<file path="config.mk">
export PLATFORM = sky130hd
export DESIGN_NAME = fhrs_register_set
export DESIGN_NICKNAME = d
export VERILOG_FILES = /design/src/rtl/fhrs_pkg.sv /design/src/rtl/fhrs_cmd_fifo.sv /design/src/rtl/fhrs_rate_div.sv /design/src/rtl/fhrs_register_set.sv
export SDC_FILE = /design/constraint.sdc
export NUM_CORES = 1
export LEC_CHECK = 0
export BUFFER_PORTS_ARGS = -buffer_cell sky130_fd_sc_hd__buf_2
export CAP_MARGIN = 20
export CORE_ASPECT_RATIO = 1.75
export CORE_MARGIN = 5
export CORE_UTILIZATION = 45
export DETAILED_ROUTE_END_ITERATION = 10
export PLACE_DENSITY = 0.77
export SLEW_MARGIN = 20
export SYNTH_ARGS = -nofsm -noshare
export SYNTH_HDL_FRONTEND = slang
export SYNTH_SLANG_ARGS = --single-unit
</file>
<file path="constraint.sdc">
create_clock -name clk_sys -period 3.4 [get_ports clk_sys]
set_clock_uncertainty 0.15 [all_clocks]
set_input_delay 0.34 -clock clk_sys [delete_from_list [all_inputs] [get_ports clk_sys]]
set_output_delay 0.34 -clock clk_sys [all_outputs]
set_load 0.05 [all_outputs]
</file>
<file path="src/rtl/fhrs_pkg.sv">
// Constants and types shared by the floppy host register set
package fhrs_pkg;

	////////////////////////////////////////////////////////////////////////
	// Register offsets from the programmable I/O base
	localparam logic [2:0] OFF_DRIVE_CTL   = 3'h2;
	localparam logic [2:0] OFF_MAIN_STATUS = 3'h4;
	localparam logic [2:0] OFF_DATA_PORT   = 3'h5;
	localparam logic [2:0] OFF_SENSE_RATE  = 3'h7;
	localparam logic [15:0] IO_SPAN        = 16'h0008;

	////////////////////////////////////////////////////////////////////////
	// Drive control fields
	localparam int DC_MOTOR_B = 5;
	localparam int DC_MOTOR_A = 4;
	localparam int DC_GATE    = 3;
	localparam int DC_SOFT_N  = 2;
	localparam int DC_PICK    = 0;
	localparam logic [7:0] DC_WR_MASK = 8'h3D;
	localparam logic [7:0] DC_RESET   = 8'h00;

	////////////////////////////////////////////////////////////////////////
	// Main status fields
	localparam int MS_REQUEST = 7;
	localparam int MS_DIR     = 6;
	localparam int MS_PIO     = 5;
	localparam int MS_BUSY    = 4;
	localparam int MS_SEEK_B  = 1;
	localparam int MS_SEEK_A  = 0;

	////////////////////////////////////////////////////////////////////////
	// Read bus enables and input sense layout
	localparam int SENSE_MEDIA            = 7;
	localparam logic [7:0] OE_ALL         = 8'hFF;
	localparam logic [7:0] OE_NONE        = 8'h00;
	localparam logic [7:0] OE_SENSE       = 8'h80;
	localparam logic [7:0] BYTE_ZERO      = 8'h00;

	////////////////////////////////////////////////////////////////////////
	// Rate control codes {bit1,bit0} and divider steps
	localparam logic [1:0] RATE_500K = 2'b00;
	localparam logic [1:0] RATE_300K = 2'b01;
	localparam logic [1:0] RATE_250K = 2'b10;
	localparam logic [1:0] RATE_1M   = 2'b11;
	localparam logic [1:0] RATE_RESET = RATE_500K;
	localparam int SYS_CLK_KHZ  = 125000;
	localparam int DIV_KHZ_500K = 8000;
	localparam int DIV_KHZ_300K = 4800;
	localparam int DIV_KHZ_250K = 4000;
	localparam int DIV_KHZ_1M   = 16000;
	localparam int STEP_KHZ     = 100;
	localparam logic [10:0] RATE_MOD    = 11'(SYS_CLK_KHZ / STEP_KHZ);
	localparam logic [10:0] STEP_500K   = 11'(DIV_KHZ_500K / STEP_KHZ);
	localparam logic [10:0] STEP_300K   = 11'(DIV_KHZ_300K / STEP_KHZ);
	localparam logic [10:0] STEP_250K   = 11'(DIV_KHZ_250K / STEP_KHZ);
	localparam logic [10:0] STEP_1M     = 11'(DIV_KHZ_1M / STEP_KHZ);

	////////////////////////////////////////////////////////////////////////
	// Command byte buffer and result stack walk
	localparam int CMD_WIDTH = 8;
	localparam int CMD_DEPTH = 8;
	typedef enum logic [2:0] {
		PH_IDLE = 3'b000,
		PH_RES0 = 3'b001,
		PH_RES1 = 3'b011,
		PH_RES2 = 3'b010,
		PH_RES3 = 3'b110
	} fhrs_phase_t;

endpackage

</file>
<file path="src/rtl/fhrs_cmd_fifo.sv">
// Command byte FIFO with registered head word
`timescale 1ns/100ps
module fhrs_cmd_fifo #(
	parameter int WIDTH = 8,
	parameter int DEPTH = 8
) (
	input  wire logic             clk_sys,
	input  wire logic             rst_n,
	input  wire logic             flush,
	input  wire logic             inValid,
	output logic                  inReady,
	input  wire logic [WIDTH-1:0] inData,
	output logic                  outValid,
	input  wire logic             outReady,
	output logic      [WIDTH-1:0] outData
);
	localparam int PW = $clog2(DEPTH);
	localparam int CW = $clog2(DEPTH + 1);

	typedef struct packed {
		logic [DEPTH-1:0][WIDTH-1:0] mem;
		logic [PW-1:0]               wrPtr;
		logic [PW-1:0]               rdPtr;
		logic [CW-1:0]               count;
		logic                        notFull;
		logic                        valid;
		logic [WIDTH-1:0]            head;
	} fhrs_fifo_st_t;

	fhrs_fifo_st_t st;
	fhrs_fifo_st_t next_st;
	logic          push;
	logic          pop;

	////////////////////////////////////////////////////////////////////////
	// Pointer and count update; flags registered so both sides see flops
	always_comb
	begin
		next_st = st;
		push = inValid && st.notFull;
		pop = st.valid && outReady;
		if (push)
		begin
			next_st.mem[st.wrPtr] = inData;
			next_st.wrPtr = st.wrPtr + PW'(1);
		end
		if (pop)
			next_st.rdPtr = st.rdPtr + PW'(1);
		if (push && !pop)
			next_st.count = st.count + CW'(1);
		else if (pop && !push)
			next_st.count = st.count - CW'(1);
		if (flush)
		begin
			next_st.wrPtr = '0;
			next_st.rdPtr = '0;
			next_st.count = '0;
		end
		next_st.notFull = next_st.count < CW'(DEPTH);
		next_st.valid = next_st.count != '0;
		next_st.head = next_st.mem[next_st.rdPtr];
	end

	// Reset clears storage along with the bookkeeping; notFull loads high
	always_ff @(posedge clk_sys)
	begin
		if (!rst_n)
		begin
			st <= '0;
			st.notFull <= 1'b1;
		end
		else
			st <= next_st;
	end

	assign inReady = st.notFull;
	assign outValid = st.valid;
	assign outData = st.head;
endmodule

</file>
<file path="src/rtl/fhrs_rate_div.sv">
// Fractional divider giving the data rate clock as a tick stream
`timescale 1ns/100ps
module fhrs_rate_div (
	input  wire logic       clk_sys,
	input  wire logic       rst_n,
	input  wire logic [1:0] rateSel,
	output logic            rateTick
);
	typedef struct packed {
		logic [10:0] acc;
		logic        tick;
	} fhrs_div_st_t;

	fhrs_div_st_t st;
	fhrs_div_st_t next_st;
	logic [10:0]  step;
	logic [10:0]  sum;

	////////////////////////////////////////////////////////////////////////
	// Phase accumulator: 16/8/4.8/4 MHz cannot divide 125 MHz evenly
	always_comb
	begin
		next_st = st;
		case (rateSel)
			fhrs_pkg::RATE_500K: step = fhrs_pkg::STEP_500K; // see RL14
			fhrs_pkg::RATE_300K: step = fhrs_pkg::STEP_300K;
			fhrs_pkg::RATE_250K: step = fhrs_pkg::STEP_250K;
			fhrs_pkg::RATE_1M:   step = fhrs_pkg::STEP_1M;
			default:             step = fhrs_pkg::STEP_500K;
		endcase
		sum = st.acc + step;
		next_st.tick = sum >= fhrs_pkg::RATE_MOD;
		next_st.acc = next_st.tick ? sum - fhrs_pkg::RATE_MOD : sum;
	end

	always_ff @(posedge clk_sys)
	begin
		if (!rst_n)
			st <= '0;
		else
			st <= next_st;
	end

	assign rateTick = st.tick;
endmodule

</file>
<file path="src/rtl/fhrs_register_set.sv">
// Host register set of the floppy controller: decode, status and data port
//
// Summary of operation
// RL1: Drive control bit 5 runs motor B, bit 4 motor A, bit 3 gates irq/DMA.
// RL2: Bit 2 low holds controller in reset; rate and drive control keep values.
// RL3: Drive control bit 0 picks drive A when low, drive B when high.
// RL4: Interface reset clears drive control at offset 02h at any time.
// RL5: Main status bit 7 high only when a data port byte may move.
// RL6: Main status bit 6 reads 1 for host read, 0 for host write.
// RL7: Main status bit 5 shows programmed I/O mode from the timing command.
// RL8: Main status bit 4 busy from command start until result phase ends.
// RL9: Main status bits 1, 0 show drive B, A seeking; bits 3, 2 zero.
// RL10: Host reads main status at 04h before each programmed data byte.
// RL11: Data port at 05h fronts a stack; one entry per access.
// RL12: Input sense bit 7 reads the inverse of the media change pin.
// RL13: Input sense read leaves bits 6 to 0 undriven.
// RL14: Rate field picks 500K/300K/250K/1M; reduce-write set except 500K.
// RL15: Result 0 bits 7, 6 hold the completion code.
// RL16: Result 0: seek end bit 5, not ready 3, head 2, drive B/A 1, 0.
// RL17: Result 0 bit 4 flags track zero fault or outward step past zero.
// RL18: Result 1 bit 7 flags end of track; bits 6 and 3 read 0.
// RL19: Result 1 bit 5 flags CRC error, bit 4 overrun or underrun.
// RL20: Result 1 bit 2 no sector, bit 1 protected, bit 0 missing mark.
// RL21: Result 2 bits 6 to 0 carry mark, CRC, cylinder, scan flags; bit 7 zero.
// RL22: Result 3 mirrors fault, protect, ready, track zero, sides, head, unit.
`timescale 1ns/100ps
module fhrs_register_set (
	input  wire logic        clk_sys,
	input  wire logic        rst_n,
	input  wire logic        ioReset,
	input  wire logic [15:0] ioBase,
	input  wire logic [15:0] hostAddr,
	input  wire logic        hostRd,
	input  wire logic        hostWr,
	input  wire logic [7:0]  hostWrData,
	output logic      [7:0]  hostRdData,
	output logic      [7:0]  hostRdOe,
	output logic             motorBOn,
	output logic             motorAOn,
	output logic             irqAndTransferGate,
	output logic             ctrlSoftResetN,
	output logic             drivePick,
	output logic             reduceWrite,
	output logic             rateTick,
	output logic             controllerBusy,
	output logic             cmdByteValid,
	input  wire logic        cmdByteReady,
	output logic      [7:0]  cmdByte,
	input  wire logic        programmedIoMode,
	input  wire logic        secondDriveSeeking,
	input  wire logic        firstDriveSeeking,
	input  wire logic        mediaChangedPinN,
	input  wire logic        resultLoad,
	input  wire logic [1:0]  completionCode,
	input  wire logic        positioningDoneFlag,
	input  wire logic        trackZeroFaultFlag,
	input  wire logic        driveNotReadyFlag,
	input  wire logic        headAddr,
	input  wire logic        trackEndFlag,
	input  wire logic        crcFaultFlag,
	input  wire logic        overrunFlag,
	input  wire logic        sectorMissingFlag,
	input  wire logic        writeProtectedFlag,
	input  wire logic        addressTagAbsentFlag,
	input  wire logic        deletedTagFlag,
	input  wire logic        payloadCrcFlag,
	input  wire logic        cylinderMismatchFlag,
	input  wire logic        compareEqualFlag,
	input  wire logic        compareUnmetFlag,
	input  wire logic        badTrackFlag,
	input  wire logic        payloadTagAbsentFlag,
	input  wire logic        driveFaultState,
	input  wire logic        writeProtectState,
	input  wire logic        driveReadyState,
	input  wire logic        trackZeroPinN,
	input  wire logic        doubleSidedState,
	input  wire logic        sideSelectState,
	input  wire logic        unitSelectHighState
);
	typedef struct packed {
		logic [7:0]           driveCtl;
		logic [1:0]           rate;
		logic                 reduceWr;
		logic                 busy;
		fhrs_pkg::fhrs_phase_t phase;
		logic [3:0][7:0]      result;
		logic [7:0]           rdData;
		logic [7:0]           rdOe;
	} fhrs_regs_t;

	fhrs_regs_t  st;
	fhrs_regs_t  next_st;
	logic [15:0] offset;
	logic        hit;
	logic        rdDrive;
	logic        rdMain;
	logic        rdPort;
	logic        rdSense;
	logic        wrDrive;
	logic        wrPort;
	logic        wrRate;
	logic        released;
	logic        inResult;
	logic        fifoInReady;
	logic        fifoPush;
	logic        lastPop;
	logic        hostRequest;
	logic [7:0]  mainStatus;
	logic [7:0]  stackTop;

	////////////////////////////////////////////////////////////////////////
	// Address decode; base alignment is left to the host
	assign offset = hostAddr - ioBase;
	assign hit = offset < fhrs_pkg::IO_SPAN;
	assign rdDrive = hostRd && hit && offset[2:0] == fhrs_pkg::OFF_DRIVE_CTL;
	assign rdMain = hostRd && hit && offset[2:0] == fhrs_pkg::OFF_MAIN_STATUS;
	assign rdPort = hostRd && hit && offset[2:0] == fhrs_pkg::OFF_DATA_PORT;
	assign rdSense = hostRd && hit && offset[2:0] == fhrs_pkg::OFF_SENSE_RATE;
	assign wrDrive = hostWr && hit && offset[2:0] == fhrs_pkg::OFF_DRIVE_CTL;
	assign wrPort = hostWr && hit && offset[2:0] == fhrs_pkg::OFF_DATA_PORT;
	assign wrRate = hostWr && hit && offset[2:0] == fhrs_pkg::OFF_SENSE_RATE;

	////////////////////////////////////////////////////////////////////////
	// Handshake terms seen by the host through main status
	assign released = st.driveCtl[fhrs_pkg::DC_SOFT_N];
	assign inResult = st.phase != fhrs_pkg::PH_IDLE;
	// Bytes only move while out of soft reset and room or data exists
	assign hostRequest = released && (inResult || fifoInReady); // see RL5
	// A byte refused for lack of room must not mark the controller busy
	assign fifoPush = wrPort && released && !inResult && fifoInReady;
	assign lastPop = rdPort && st.phase == fhrs_pkg::PH_RES3;

	// Reserved bits 3 and 2 are tied low
	always_comb
	begin
		mainStatus = fhrs_pkg::BYTE_ZERO;
		mainStatus[fhrs_pkg::MS_REQUEST] = hostRequest; // see RL5
		mainStatus[fhrs_pkg::MS_DIR] = inResult; // see RL6
		mainStatus[fhrs_pkg::MS_PIO] = programmedIoMode; // see RL7
		mainStatus[fhrs_pkg::MS_BUSY] = st.busy; // see RL8
		mainStatus[fhrs_pkg::MS_SEEK_B] = secondDriveSeeking; // see RL9
		mainStatus[fhrs_pkg::MS_SEEK_A] = firstDriveSeeking; // see RL9
	end

	// Stack entry under the data port, chosen by the walk state
	always_comb
	begin
		case (st.phase)
			fhrs_pkg::PH_RES0: stackTop = st.result[0];
			fhrs_pkg::PH_RES1: stackTop = st.result[1];
			fhrs_pkg::PH_RES2: stackTop = st.result[2];
			fhrs_pkg::PH_RES3: stackTop = st.result[3];
			default:           stackTop = fhrs_pkg::BYTE_ZERO;
		endcase
	end

	////////////////////////////////////////////////////////////////////////
	// Register update
	always_comb
	begin
		next_st = st;
		// Drive control; interface reset overrides any write
		if (wrDrive)
			next_st.driveCtl = hostWrData & fhrs_pkg::DC_WR_MASK; // see RL1
		if (ioReset)
			next_st.driveCtl = fhrs_pkg::DC_RESET; // see RL4
		// Rate write shares offset with input sense and is kept by soft reset
		if (wrRate)
			next_st.rate = hostWrData[1:0]; // see RL2
		next_st.reduceWr = next_st.rate != fhrs_pkg::RATE_500K; // see RL14

		// Result stack: each data port read in the result phase steps exactly one entry
		if (rdPort)
		begin
			case (st.phase)
				fhrs_pkg::PH_RES0: next_st.phase = fhrs_pkg::PH_RES1; // see RL11
				fhrs_pkg::PH_RES1: next_st.phase = fhrs_pkg::PH_RES2;
				fhrs_pkg::PH_RES2: next_st.phase = fhrs_pkg::PH_RES3;
				fhrs_pkg::PH_RES3: next_st.phase = fhrs_pkg::PH_IDLE;
				default:           next_st.phase = fhrs_pkg::PH_IDLE;
			endcase
		end
		// Busy drops after the last result byte or in soft reset; a new command wins
		if (lastPop)
			next_st.busy = 1'b0;
		if (fifoPush)
			next_st.busy = 1'b1; // see RL8
		// A fresh result set outranks the final pop of the old one
		if (resultLoad)
		begin
			next_st.phase = fhrs_pkg::PH_RES0;
			next_st.result[0] = {completionCode, positioningDoneFlag, // see RL15
				trackZeroFaultFlag, driveNotReadyFlag, headAddr, // see RL17
				st.driveCtl[fhrs_pkg::DC_PICK], !st.driveCtl[fhrs_pkg::DC_PICK]}; // see RL16
			next_st.result[1] = {trackEndFlag, 1'b0, crcFaultFlag, // see RL18
				overrunFlag, 1'b0, sectorMissingFlag, // see RL19
				writeProtectedFlag, addressTagAbsentFlag}; // see RL20
			next_st.result[2] = {1'b0, deletedTagFlag, payloadCrcFlag, // see RL21
				cylinderMismatchFlag, compareEqualFlag, compareUnmetFlag,
				badTrackFlag, payloadTagAbsentFlag};
			next_st.result[3] = {driveFaultState, writeProtectState, // see RL22
				driveReadyState, !trackZeroPinN, doubleSidedState,
				sideSelectState, unitSelectHighState, st.driveCtl[fhrs_pkg::DC_PICK]};
		end
		// Soft reset idles the controller function only
		if (!released)
		begin
			next_st.phase = fhrs_pkg::PH_IDLE; // see RL2
			next_st.busy = 1'b0;
		end

		// Read answer one cycle after the strobe; bus released otherwise
		next_st.rdOe = fhrs_pkg::OE_NONE;
		if (rdDrive)
		begin
			next_st.rdData = st.driveCtl;
			next_st.rdOe = fhrs_pkg::OE_ALL;
		end
		else if (rdMain)
		begin
			next_st.rdData = mainStatus;
			next_st.rdOe = fhrs_pkg::OE_ALL;
		end
		else if (rdPort)
		begin
			next_st.rdData = stackTop; // see RL11
			next_st.rdOe = fhrs_pkg::OE_ALL;
		end
		else if (rdSense)
		begin
			next_st.rdData = fhrs_pkg::BYTE_ZERO;
			next_st.rdData[fhrs_pkg::SENSE_MEDIA] = !mediaChangedPinN; // see RL12
			next_st.rdOe = fhrs_pkg::OE_SENSE; // see RL13
		end
	end

	// Drive control resets low, so the controller starts held in soft reset
	always_ff @(posedge clk_sys)
	begin
		if (!rst_n)
		begin
			st <= '0;
			st.driveCtl <= fhrs_pkg::DC_RESET;
			st.rate <= fhrs_pkg::RATE_RESET;
			st.phase <= fhrs_pkg::PH_IDLE;
		end
		else
			st <= next_st;
	end

	////////////////////////////////////////////////////////////////////////
	// Command byte buffer; full shows as a low request bit to the host outside the result phase
	fhrs_cmd_fifo #(
		.WIDTH (fhrs_pkg::CMD_WIDTH),
		.DEPTH (fhrs_pkg::CMD_DEPTH)
	) u_cmd_fifo (
		.clk_sys  (clk_sys),
		.rst_n    (rst_n),
		.flush    (!released),
		.inValid  (fifoPush),
		.inReady  (fifoInReady),
		.inData   (hostWrData),
		.outValid (cmdByteValid),
		.outReady (cmdByteReady),
		.outData  (cmdByte)
	);

	// Data rate clock follows the rate field
	fhrs_rate_div u_rate_div (
		.clk_sys  (clk_sys),
		.rst_n    (rst_n),
		.rateSel  (st.rate),
		.rateTick (rateTick)
	);

	////////////////////////////////////////////////////////////////////////
	// Outputs straight from register bits
	assign motorBOn = st.driveCtl[fhrs_pkg::DC_MOTOR_B]; // see RL1
	assign motorAOn = st.driveCtl[fhrs_pkg::DC_MOTOR_A];
	assign irqAndTransferGate = st.driveCtl[fhrs_pkg::DC_GATE];
	assign ctrlSoftResetN = st.driveCtl[fhrs_pkg::DC_SOFT_N];
	assign drivePick = st.driveCtl[fhrs_pkg::DC_PICK]; // see RL3
	assign reduceWrite = st.reduceWr;
	assign controllerBusy = st.busy;
	assign hostRdData = st.rdData;
	assign hostRdOe = st.rdOe;
endmodule

</file>
; ---- After elaboration in Yosys (flattened, before gate mapping)
; Index checks and enable logic that the tools add are counted.
; Widths: inputs -> output; s select.
[op_classes]
add_sub_neg = 7
n_lt_le_gt_ge = 6
eq_ne = 11
muxes = 23
bitwise_logic = 2
reduce_logical = 36
[op_table]
columns = cell, n
row1 = $mux 67, 1
row2 = $bwmux 64, 1
row3 = $mux 16, 4
row4 = $pmux 11 s4, 1
row5 = $mux 33, 1
row6 = $pmux 8 s4, 1
row7 = $bmux 8 s3, 1
row8 = $demux 8 s3, 1
row9 = $logic_and 1x1->1, 19
row10 = $lt 16x4->1 const B, 1
row11 = $mux 8, 2
row12 = $sub 16x16->16, 1
row13 = $eq 3x3->1 const B, 4
row14 = $add 11x11->11, 1
row15 = $ge 11x11->1 const B, 1
row16 = $mux 11, 1
row17 = $sub 11x11->11 const B, 1
row18 = $eq 3x2->1 const B, 3
row19 = $pmux 3 s3, 1
row20 = $lt 3x4->1 const B, 2
row21 = $mux 4, 2
row22 = $reduce_bool 4->1, 2
row23 = $mux 7, 1
row24 = $add 3x1->3 const B, 2
row25 = 19 further kinds, 30
[totals]
register_bits = 153
in_bits = 77
out_inout_bits = 33
elab_cells = 113

; ---- Logic depth before layout (Yosys ltp)
; Gate-level depths: netlist (run 1).
[logic_depth]
ltp_word = 15
ltp_mapped = 17
mapped_depth_nobuf = 15

; ---- Cells and area by module
; A second synthesis (run 1) with hierarchy kept.
[unflattened]
hier_cells = 1014
hier_area_um2 = 8675.8
[modules_own_cells]
columns = module, n_inst, cells_each, area_per_inst_um2, seq_area_each_um2
row1 = fhrs_cmd_fifo, 1, 451, 4068.9, 1681.6
row2 = fhrs_register_set, 1, 442, 3618.5, 1001.0
row3 = fhrs_rate_div, 1, 121, 988.4, 220.2

; ---- Worst setup path before layout (run 1)
; No wires, ideal clock.
[synth_timing]
path_type = input to register
start = in hostAddr[0]
end = reg u_cmd_fifo.st, in the netlist u_cmd_fifo.outData[2]
arrival_ns = 3.489
required_time_ns = 3.186
path_slack_ns = -0.303
path_stages = 17
n_path_buf = 3
path_cell_list = inv_1 -> ha_1 -> inv_1 -> fa_1 -> a211oi_2 -> a221oi_1 -> a211o_1 -> a2111o_1 -> a211oi_1 -> nand4_1 -> buf_6 -> or3_1 -> buf_2 -> buf_6 -> a21oi_1 -> o211ai_1 -> nand4_1
[synth_between]
elab_chain_len = 11
[synth_lines]
columns = item, line
row1 = "start, declared", fhrs_register_set.sv:32  ; input wire logic [15:0] hostAddr,
row2 = $sub 16x16->16 (*), fhrs_register_set.sv:113  ; assign offset = hostAddr - ioBase;
row3 = $lt 16x4->1, fhrs_register_set.sv:114  ; assign hit = offset < fhrs_pkg::IO_SPAN;
row4 = $logic_and 1x1->1, fhrs_register_set.sv:120  ; assign wrPort = hostWr && hit && offset[2:0] == fhrs_pkg::OFF_DATA_PORT;
row5 = $logic_and 1x1->1 (*), fhrs_register_set.sv:120
row6 = $logic_and 1x1->1 (*) (3 in series), fhrs_register_set.sv:130  ; assign fifoPush = wrPort && released && !inResult && fifoInReady;
row7 = $logic_and 1x1->1 (*), fhrs_cmd_fifo.sv:40  ; push = inValid && st.notFull;
row8 = $mux 67 (*), fhrs_cmd_fifo.sv:42  ; if (push)
row9 = $bmux 8 s3 (*), fhrs_cmd_fifo.sv:61  ; next_st.head = next_st.mem[next_st.rdPtr];
row10 = $mux 8 (not written as such) (*), fhrs_cmd_fifo.sv:61
row11 = "end signal, assigned", fhrs_cmd_fifo.sv:73  ; st <= next_st;
row12 = "end, declared", fhrs_cmd_fifo.sv:30  ; fhrs_fifo_st_t st;
; Every way passes the cells marked *; elsewhere a longest branch is shown, timed or not. The select of a mux whose other input is x is not followed.
; A chain may end at the register's enable or synchronous reset.

; ---- Worst setup path in the final report (run 1)
[layout_timing]
start = in hostAddr[0]
end = reg u_cmd_fifo.st[60] in the netlist's numbering
[layout_between]
elab_chain_len = 9
[layout_lines]
columns = item, line
row1 = $sub 16x16->16 (*), fhrs_register_set.sv:113
row2 = $lt 16x4->1, fhrs_register_set.sv:114
row3 = $logic_and 1x1->1, fhrs_register_set.sv:120
row4 = $logic_and 1x1->1 (*), fhrs_register_set.sv:120
row5 = $logic_and 1x1->1 (*) (3 in series), fhrs_register_set.sv:130
row6 = $logic_and 1x1->1 (*), fhrs_cmd_fifo.sv:40
row7 = $mux 67 (*), fhrs_cmd_fifo.sv:42
; Every way passes the cells marked *; elsewhere a longest branch is shown, timed or not.

==> results of run 1 <==
==> stage by stage <==
step / power [mW] / setup WS (ns)
2_1_floorplan: 2.090 / -0.06522
3_3_place_gp: 2.269 / -0.4027
3_5_place_dp: 2.277 / -0.4553
4_1_cts: 4.213 / 0.01726
5_1_grt: 4.364 / -0.04317
6_report: 4.205 / 0.1460
==> worst max path at each step <==
stage | start | end | slack, ns | cells after the start
final | hostAddr[0] | u_cmd_fifo.st[60]$_SDFF_PN0_ | 0.15 | 17
after global placement | hostAddr[0] | st[53]$_SDFF_PN0_ | -0.40 | 17
after CTS | st[54]$_SDFF_PN0_ | u_rate_div.st[10]$_SDFF_PN0_ | 0.02 | 15
after detailed placement | hostAddr[0] | st[54]$_SDFF_PN0_ | -0.46 | 17
after floorplan | hostAddr[0] | u_cmd_fifo.outData[7]$_SDFF_PN0_ | -0.07 | 17
after global routing | st[54]$_SDFF_PN0_ | u_rate_div.st[8]$_SDFF_PN0_ | -0.04 | 16
==> flip-flops by register name (all words and copies together), names as in the netlist <==
register             cells
u_rate_div.rateTick      1
reduceWrite              1
controllerBusy           1
ctrlSoftResetN           1
u_cmd_fifo.outData       8
u_cmd_fifo.inReady       1
irqAndTransferGate       1
drivePick                1
u_cmd_fifo.outValid      1
hostRdData               8
st                      33
u_rate_div.st           10
hostRdOe                 2
motorAOn                 1
u_cmd_fifo.st           74
motorBOn                 1
==> synthesized netlist by cell type (8+ instances only) <==
library cell  number
o21ai_0           28
buf_4             25
mux2i_1          110
a21oi_1           29
nand2b_1          11
nand2_1           47
xnor2_1           19
nor3_1            10
a31oi_1           28
o211ai_1          23
a211oi_1          10
or3_1             39
nor2b_1           13
a21o_1            10
buf_1              9
nor2_1           160
and2_1             8
and3_1            10
inv_1             47
ha_1              26
dfxtp_1          145
nand3_1           21
xor2_1            10
nand4_1           10
clkbuf_1          48
==> routing by layer <==
layer  track usage  vias to the layer above
li1              -                     3759
met1        0.2295                     3671
met2        0.3943                      296
met3       0.03819                       98
met4        0.1416                        0
met5             0                        -
==> logic make-up (layout without fill, tap and decap cells) <==
logic type / Yosys count / in the layout / synth area share
AND/OR/NAND/NOR: 355 / 355 / 0.2127
AO/OA/AOI/OAI: 184 / 184 / 0.1527
flip-flops: 145 / 145 / 0.3490
buffers and inverters: 138 / 288 / 0.07626
multiplexers: 111 / 111 / 0.1337
adder cells (fa/ha/maj): 29 / 29 / 0.04513
XOR/XNOR: 29 / 29 / 0.03054
==> what timing repair did <==
| action | 4_1_cts | 5_1_grt |
|---|---|---|
| endpoints found under the setup margin | 5 | 94 |
| setup buffers | 0 | 6 |
| resized for setup | 5 | 37 |
| gates cloned | 0 | 2 |
| hold endpoints to repair | 8 | 0 |
| hold buffers | 8 | 0 |
| pin swaps | 0 | 13 |
==> worst register-to-register path: cells and delay by family, from the launching register on <==
kind                       cells  cell delay (ns)
and+or+nand+nor                8             1.25
adders and majority gates      2             0.59
DFF                            1             0.38
buffers and inverters          3             0.33
AOI/OAI and AO/OA              2             0.26
xor gates and xnor gates       1             0.12
==> power groups by stage <==
stage | Sequential [mW] | Clock (mW) | Combinational, mW
floorplan | 1.77 | 0 | 0.317
global placement | 1.77 | 0 | 0.494
detailed placement | 1.78 | 0 | 0.500
CTS | 1.74 | 1.96 | 0.515
global route | 1.74 | 2.03 | 0.589
finish | 1.74 | 1.93 | 0.536
==> area by class of cell <==
class	instances	area [um^2]
Inverter	48	193.9
Sequential cell	145	2904
Fill cell	1564	7784
Clock buffer	19	452.9
Tap cell	234	292.8
Multi-Input combinational cell	708	4971
Clock inverter	13	158.9
Timing Repair Buffer	208	1379
==> results.sh, run 1 <==
export IMPL_numCtsBuffers=17
export IMPL_via_count=7824
export IMPL_cts_tree="done"
export IMPL_antenna_found_initial=0
export IMPL_min_path_cells=3
export IMPL_syn_cell_area_um2=8318
export IMPL_nets=1233
export IMPL_drv_slew=0
export IMPL_timing_final_crit_share=0.9571
export IMPL_crit_family="compound AO/OA/AOI/OAI gates"
export IMPL_path_buf_inv=6
export IMPL_wl_per_cell_um=17.27
export IMPL_run_status="finished, final reports clean"
export IMPL_synth_ff_type="dfxtp_1"
export IMPL_synthCells=991
export IMPL_crit_top_cell="buf_6"
export IMPL_io_pins=110
export IMPL_top_layer="met4"
export IMPL_die_h_um=189.9
export IMPL_grt_pass1_vias=7876
export IMPL_path_clk_slew_ns=0.06
export IMPL_cp_start_kind="input pin"
export IMPL_seq_area_frac_synth=0.3490
export IMPL_drt_iter0_drc=543
export IMPL_cts_sinks=145
export IMPL_worst_slew_pin_slew_ns=0.9842
export IMPL_period_minus_slack_ns=3.254
export IMPL_max_stage_delay_ns=0.38
export IMPL_rows=65
export IMPL_powerDensity_nw_per_um2=406.2
export IMPL_firstDrtPassIters=6
export IMPL_place_port_buffers=109
export IMPL_max_cap_violations=0
export IMPL_required_ns=3.52
export IMPL_reg2reg_to="u_rate_div.st[8]$_SDFF_PN0_"
export IMPL_p_sw_mw=1.052
export IMPL_pwr_share_comb=0.128
export IMPL_coreArea_um2=18140
export IMPL_initial_core_util=0.4586
export IMPL_hold_path_class="input pin to register"
export IMPL_insertedDiodeCount=0
export IMPL_m1WireLength_um=8699
export IMPL_worstSetupPathType="input pin to register"
export IMPL_rsz0062_at_grt="true"
export IMPL_cts_path_max_buffers=2
export IMPL_drive_above_1_share=0.2472
export IMPL_async_flop_share=0
export IMPL_hold_viol_final=0
export IMPL_post_place_cells=1327
export IMPL_final_cell_count_no_fill=1375
export IMPL_cts_root_buf="clkbuf_16"
export IMPL_rr_startpoint="st[54]$_SDFF_PN0_"
export IMPL_dp_hpwl_um=16880
export IMPL_cp_arrival_ns=3.37
export IMPL_placed_area_um2=9435
export IMPL_grt_overflow=0
export IMPL_area_growth_pct=24.46
export IMPL_worst_r2r_setup_slack_ns=0.19
export IMPL_grt_use_total=0.2186
export IMPL_timing_fmax_mhz=307.3
export IMPL_synth_edf_count=0
export IMPL_internal_power_mw=3.154
export IMPL_timing_hold_ws_ns=0.01617
export IMPL_ant_nets=0
export IMPL_hold_start="driveReadyState"
export IMPL_drc=0
export IMPL_ir_drop_uv=346.2
export IMPL_min_to="st[45]$_SDFFE_PN0P_"
export IMPL_pwr_share_seq=0.414
export IMPL_layout_common_cells="nor2_1, dfxtp_1, mux2i_1"
export IMPL_final_cell_area_um2=10350
export IMPL_final_common_cell="nor2_1"
export IMPL_htreeDepth=4
export IMPL_worstPathCellList="buf_6 > inv_12 > ha_4 > inv_2 > fa_2 > a211oi_4 > o21ai_2 > mux2_4 > a2111o_1 > a211oi_2 > nand4_1 > buf_6 > buf_8 > nor3_4 > buf_4 > mux2i_1 > nor2_1"
export IMPL_clk_latency_ns=0.42
export IMPL_synth_top_area_share=0.3490
export IMPL_synthesis_nets=1096
export IMPL_setup_tns_ns=0
export IMPL_routabilityCongestion=0.9075
export IMPL_grt_pass1_wl_um=37980
export IMPL_synth_area_leaders="dfxtp_1, mux2i_1, nor2_1"
export IMPL_dr_wl_met2_um=12350
export IMPL_drt_wl_total_um=23750
export IMPL_relSlewSlack=0.3439
export IMPL_cp_slowest_cell="fa_2"
export IMPL_grt_max_degree=97
export IMPL_via_per_inst=5.690
export IMPL_ys_ff_latch=145
export IMPL_p_leak_nw=4.628
export IMPL_setup_viol=0
export IMPL_switching_share=0.2501
export IMPL_fp_dieArea_um2=21410
export IMPL_wl_met3_um=1205
export IMPL_yosys_area_top_type="dfxtp_1"
export IMPL_ff2ff_path_depth=16
export IMPL_p_clk_frac=0.459
export IMPL_syn_avg_cell_area_um2=8.394
export IMPL_fin_util=0.5708
export IMPL_dieWidth_um=112.8
export IMPL_cp_max_fo=10
export IMPL_ys_warn_count=0
export IMPL_synthDistinctLibCells=71
export IMPL_cp_end_kind="register"
Note: power is estimated with default switching activity, not from simulation.
==> inputs of run 2 (changes only) <==
--- a/config.mk
+++ b/config.mk
@@ -7,9 +7,10 @@
 export LEC_CHECK = 0
 export BUFFER_PORTS_ARGS = -buffer_cell sky130_fd_sc_hd__buf_2
 export CAP_MARGIN = 20
-export CORE_ASPECT_RATIO = 1.75
+export CORE_ASPECT_RATIO = 0.5
 export CORE_MARGIN = 5
 export CORE_UTILIZATION = 45
+export CTS_CLUSTER_DIAMETER = 80
 export DETAILED_ROUTE_END_ITERATION = 10
 export PLACE_DENSITY = 0.77
 export SLEW_MARGIN = 20
==> run 2 against run 1 <==
  * Count of clock-buffer cells in the layout increased by 3
  * Via count up 0.13%
  * Sequential share of layout area grew 0.44 points
  * Global-route usage decreased by 1.0 points
  * Critical endpoint is now u_cmd_fifo.outData[0]$_SDFF_PN0_
  * Worst setup slack worse by 0.12 ns
  * Power is 6.9% lower
  * Non-clock buffer count decreased by 12
  * Die area rose by 0.27%
  * Core utilization down 1.3 points
  * Sequential power about the same
  * Worst hold slack lost 0.0072 ns
  * First-iteration DRC count is 38% higher
==> results.sh, run 2 (synthesis results as in run 1) <==
export IMPL_antenna_found_initial=0
export IMPL_hold_viol_final=0
export IMPL_p_leak_nw=4.523
export IMPL_die_h_um=106.1
export IMPL_reg_top3="u_cmd_fifo.st: 74 flops, st: 33 flops, u_rate_div.st: 10 flops"
export IMPL_cp_end_kind="register"
export IMPL_drv_slew=0
export IMPL_via_count=7834
export IMPL_min_path_cells=3
export IMPL_initial_core_util=0.4555
export IMPL_post_place_cells=1331
export IMPL_grt_use_total=0.2083
export IMPL_worst_r2r_setup_slack_ns=0.24
export IMPL_min_to="st[29]$_SDFFE_PN0P_"
export IMPL_post_place_ws_ns=-0.4408
export IMPL_hold_start="crcFaultFlag"
export IMPL_rsz0062_at_grt="true"
export IMPL_insertedDiodeCount=0
export IMPL_fp_dieArea_um2=21470
export IMPL_grt_overflow=0
export IMPL_nets=1221
export IMPL_cts_tree="done"
export IMPL_setup_tns_ns=0
export IMPL_final_cell_area_um2=10190
export IMPL_cts_path_max_buffers=2
export IMPL_setup_viol=0
export IMPL_dp_hpwl_um=16130
export IMPL_cp_start_kind="input pin"
export IMPL_grt_pass1_vias=7731
export IMPL_ant_nets=0
export IMPL_path_clk_slew_ns=0.06
export IMPL_cp_max_fo=8
export IMPL_drc=0
export IMPL_cp_slowest_cell="fa_2"
export IMPL_worst_slack_ns=0.02942
export IMPL_cts_sinks=145
export IMPL_dieWidth_um=202.3
export IMPL_crit_top_cell="buf_6"
export IMPL_worstSetupPathType="input pin to register"
export IMPL_ir_drop_uv=339.6
export IMPL_powerDensity_nw_per_um2=384.3
export IMPL_rr_startpoint="st[54]$_SDFF_PN0_"
export IMPL_relSlewSlack=0.4044
export IMPL_drt_wl_total_um=23270
export IMPL_run_status="finished, final reports clean"
export IMPL_placed_area_um2=9452
export IMPL_max_stage_delay_ns=0.38
export IMPL_grt_max_degree=110
export IMPL_final_cell_count_no_fill=1367
export IMPL_drt_iter0_drc=748
export IMPL_grt_pass1_wl_um=37340
export IMPL_timing_final_crit_share=0.9913
export IMPL_coreArea_um2=18260
export IMPL_worst_slew_pin_slew_ns=0.8934
export IMPL_cp_arrival_ns=3.57
export IMPL_cts_root_buf="clkbuf_16"
export IMPL_routabilityCongestion=0.9074
export IMPL_largest_reg_flops=74
export IMPL_drive_above_1_share=0.2387
export IMPL_period_minus_slack_ns=3.371
export IMPL_via_per_inst=5.731
export IMPL_total_power_mw=3.916
export IMPL_wl_per_cell_um=17.02
export IMPL_required_ns=3.60
export IMPL_timing_fmax_mhz=296.7
export IMPL_final_common_cell="nor2_1"
export IMPL_clk_latency_ns=0.42
export IMPL_max_cap_violations=0
export IMPL_firstDrtPassIters=7
export IMPL_ff2ff_path_depth=15
export IMPL_regMostFlops="u_cmd_fifo.st"
export IMPL_rows=35
export IMPL_numCtsBuffers=17
export IMPL_htreeDepth=4
export IMPL_hold_path_class="input pin to register"
export IMPL_layout_common_cells="nor2_1, dfxtp_1, mux2i_1"
export IMPL_place_port_buffers=109
export IMPL_reg2reg_to="u_rate_div.st[10]$_SDFF_PN0_"
export IMPL_io_pins=110
export IMPL_worstPathCellList="buf_8 > inv_12 > ha_4 > inv_2 > fa_2 > a211oi_4 > o21ai_2 > mux2_4 > a2111o_1 > a211oi_2 > nand4_1 > buf_6 > buf_6 > nor4b_4 > buf_6 > or3_1 > nand3_1 > nand4_1"
export IMPL_area_growth_pct=22.52
run 2: layout make-up:
cell class / instances / area [um^2]
Fill cell: 1574 / 8070
Clock buffer: 22 / 454.2
Timing Repair Buffer: 196 / 1324
Sequential cell: 145 / 2904
Tap cell: 240 / 300.3
Multi-Input combinational cell: 708 / 4957
Inverter: 48 / 192.7
Clock inverter: 8 / 58.81
run 2: critical path, delay by kind of cell:
kind	cells	cell delay (ns)
mux	1	0.30
simple gates	5	0.84
fa+ha+maj	2	0.50
compound gates	4	0.86
buf+inv	6	0.69
run 2: power breakdown:
part / switching (mW) / total [mW] / internal (mW)
combinational: 0.290 / 0.516 / 0.225
sequential: 0.0143 / 1.74 / 1.73
clock: 0.717 / 1.66 / 0.944
total: 1.02 / 3.92 / 2.90
run 2: stage by stage:
stage | hold WS [ns] | utilization
after floorplan | 0.2890 | -
after CTS | 0.004055 | 0.5472
final | 0.008988 | 0.5581
after global placement | 0.3156 | 0.5176
after global routing | 0.01208 | 0.5581
after detailed placement | 0.3287 | 0.5176
run 2: repair_timing:
item                                    4_1_cts  5_1_grt
buffers inserted                              1        3
hold buffers                                  1        0
endpoints found under the setup margin        2       93
cloned                                        0        1
gates resized for setup                       2       41
pin swaps                                     3       13
hold endpoints to repair                      1        0
run 2: worst max path at each step:
stage | start | to | cells past startpoint
floorplan | hostAddr[0] | u_cmd_fifo.outData[7]$_SDFF_PN0_ | 17
global placement | hostAddr[0] | u_cmd_fifo.outData[0]$_SDFF_PN0_ | 19
detailed placement | hostAddr[0] | u_cmd_fifo.outData[0]$_SDFF_PN0_ | 19
CTS | hostAddr[0] | u_cmd_fifo.outData[0]$_SDFF_PN0_ | 19
global route | hostAddr[0] | u_cmd_fifo.outData[0]$_SDFF_PN0_ | 19
finish | hostAddr[0] | u_cmd_fifo.outData[0]$_SDFF_PN0_ | 18
run 2: per-layer routing:
layer,vias to the layer above,share of wire,track usage
li1,3733,-,-
met5,-,0,0
met3,68,0.071,0.03749
met4,0,0.027,0.06970
met2,312,0.47,0.3588
met1,3721,0.43,0.2657
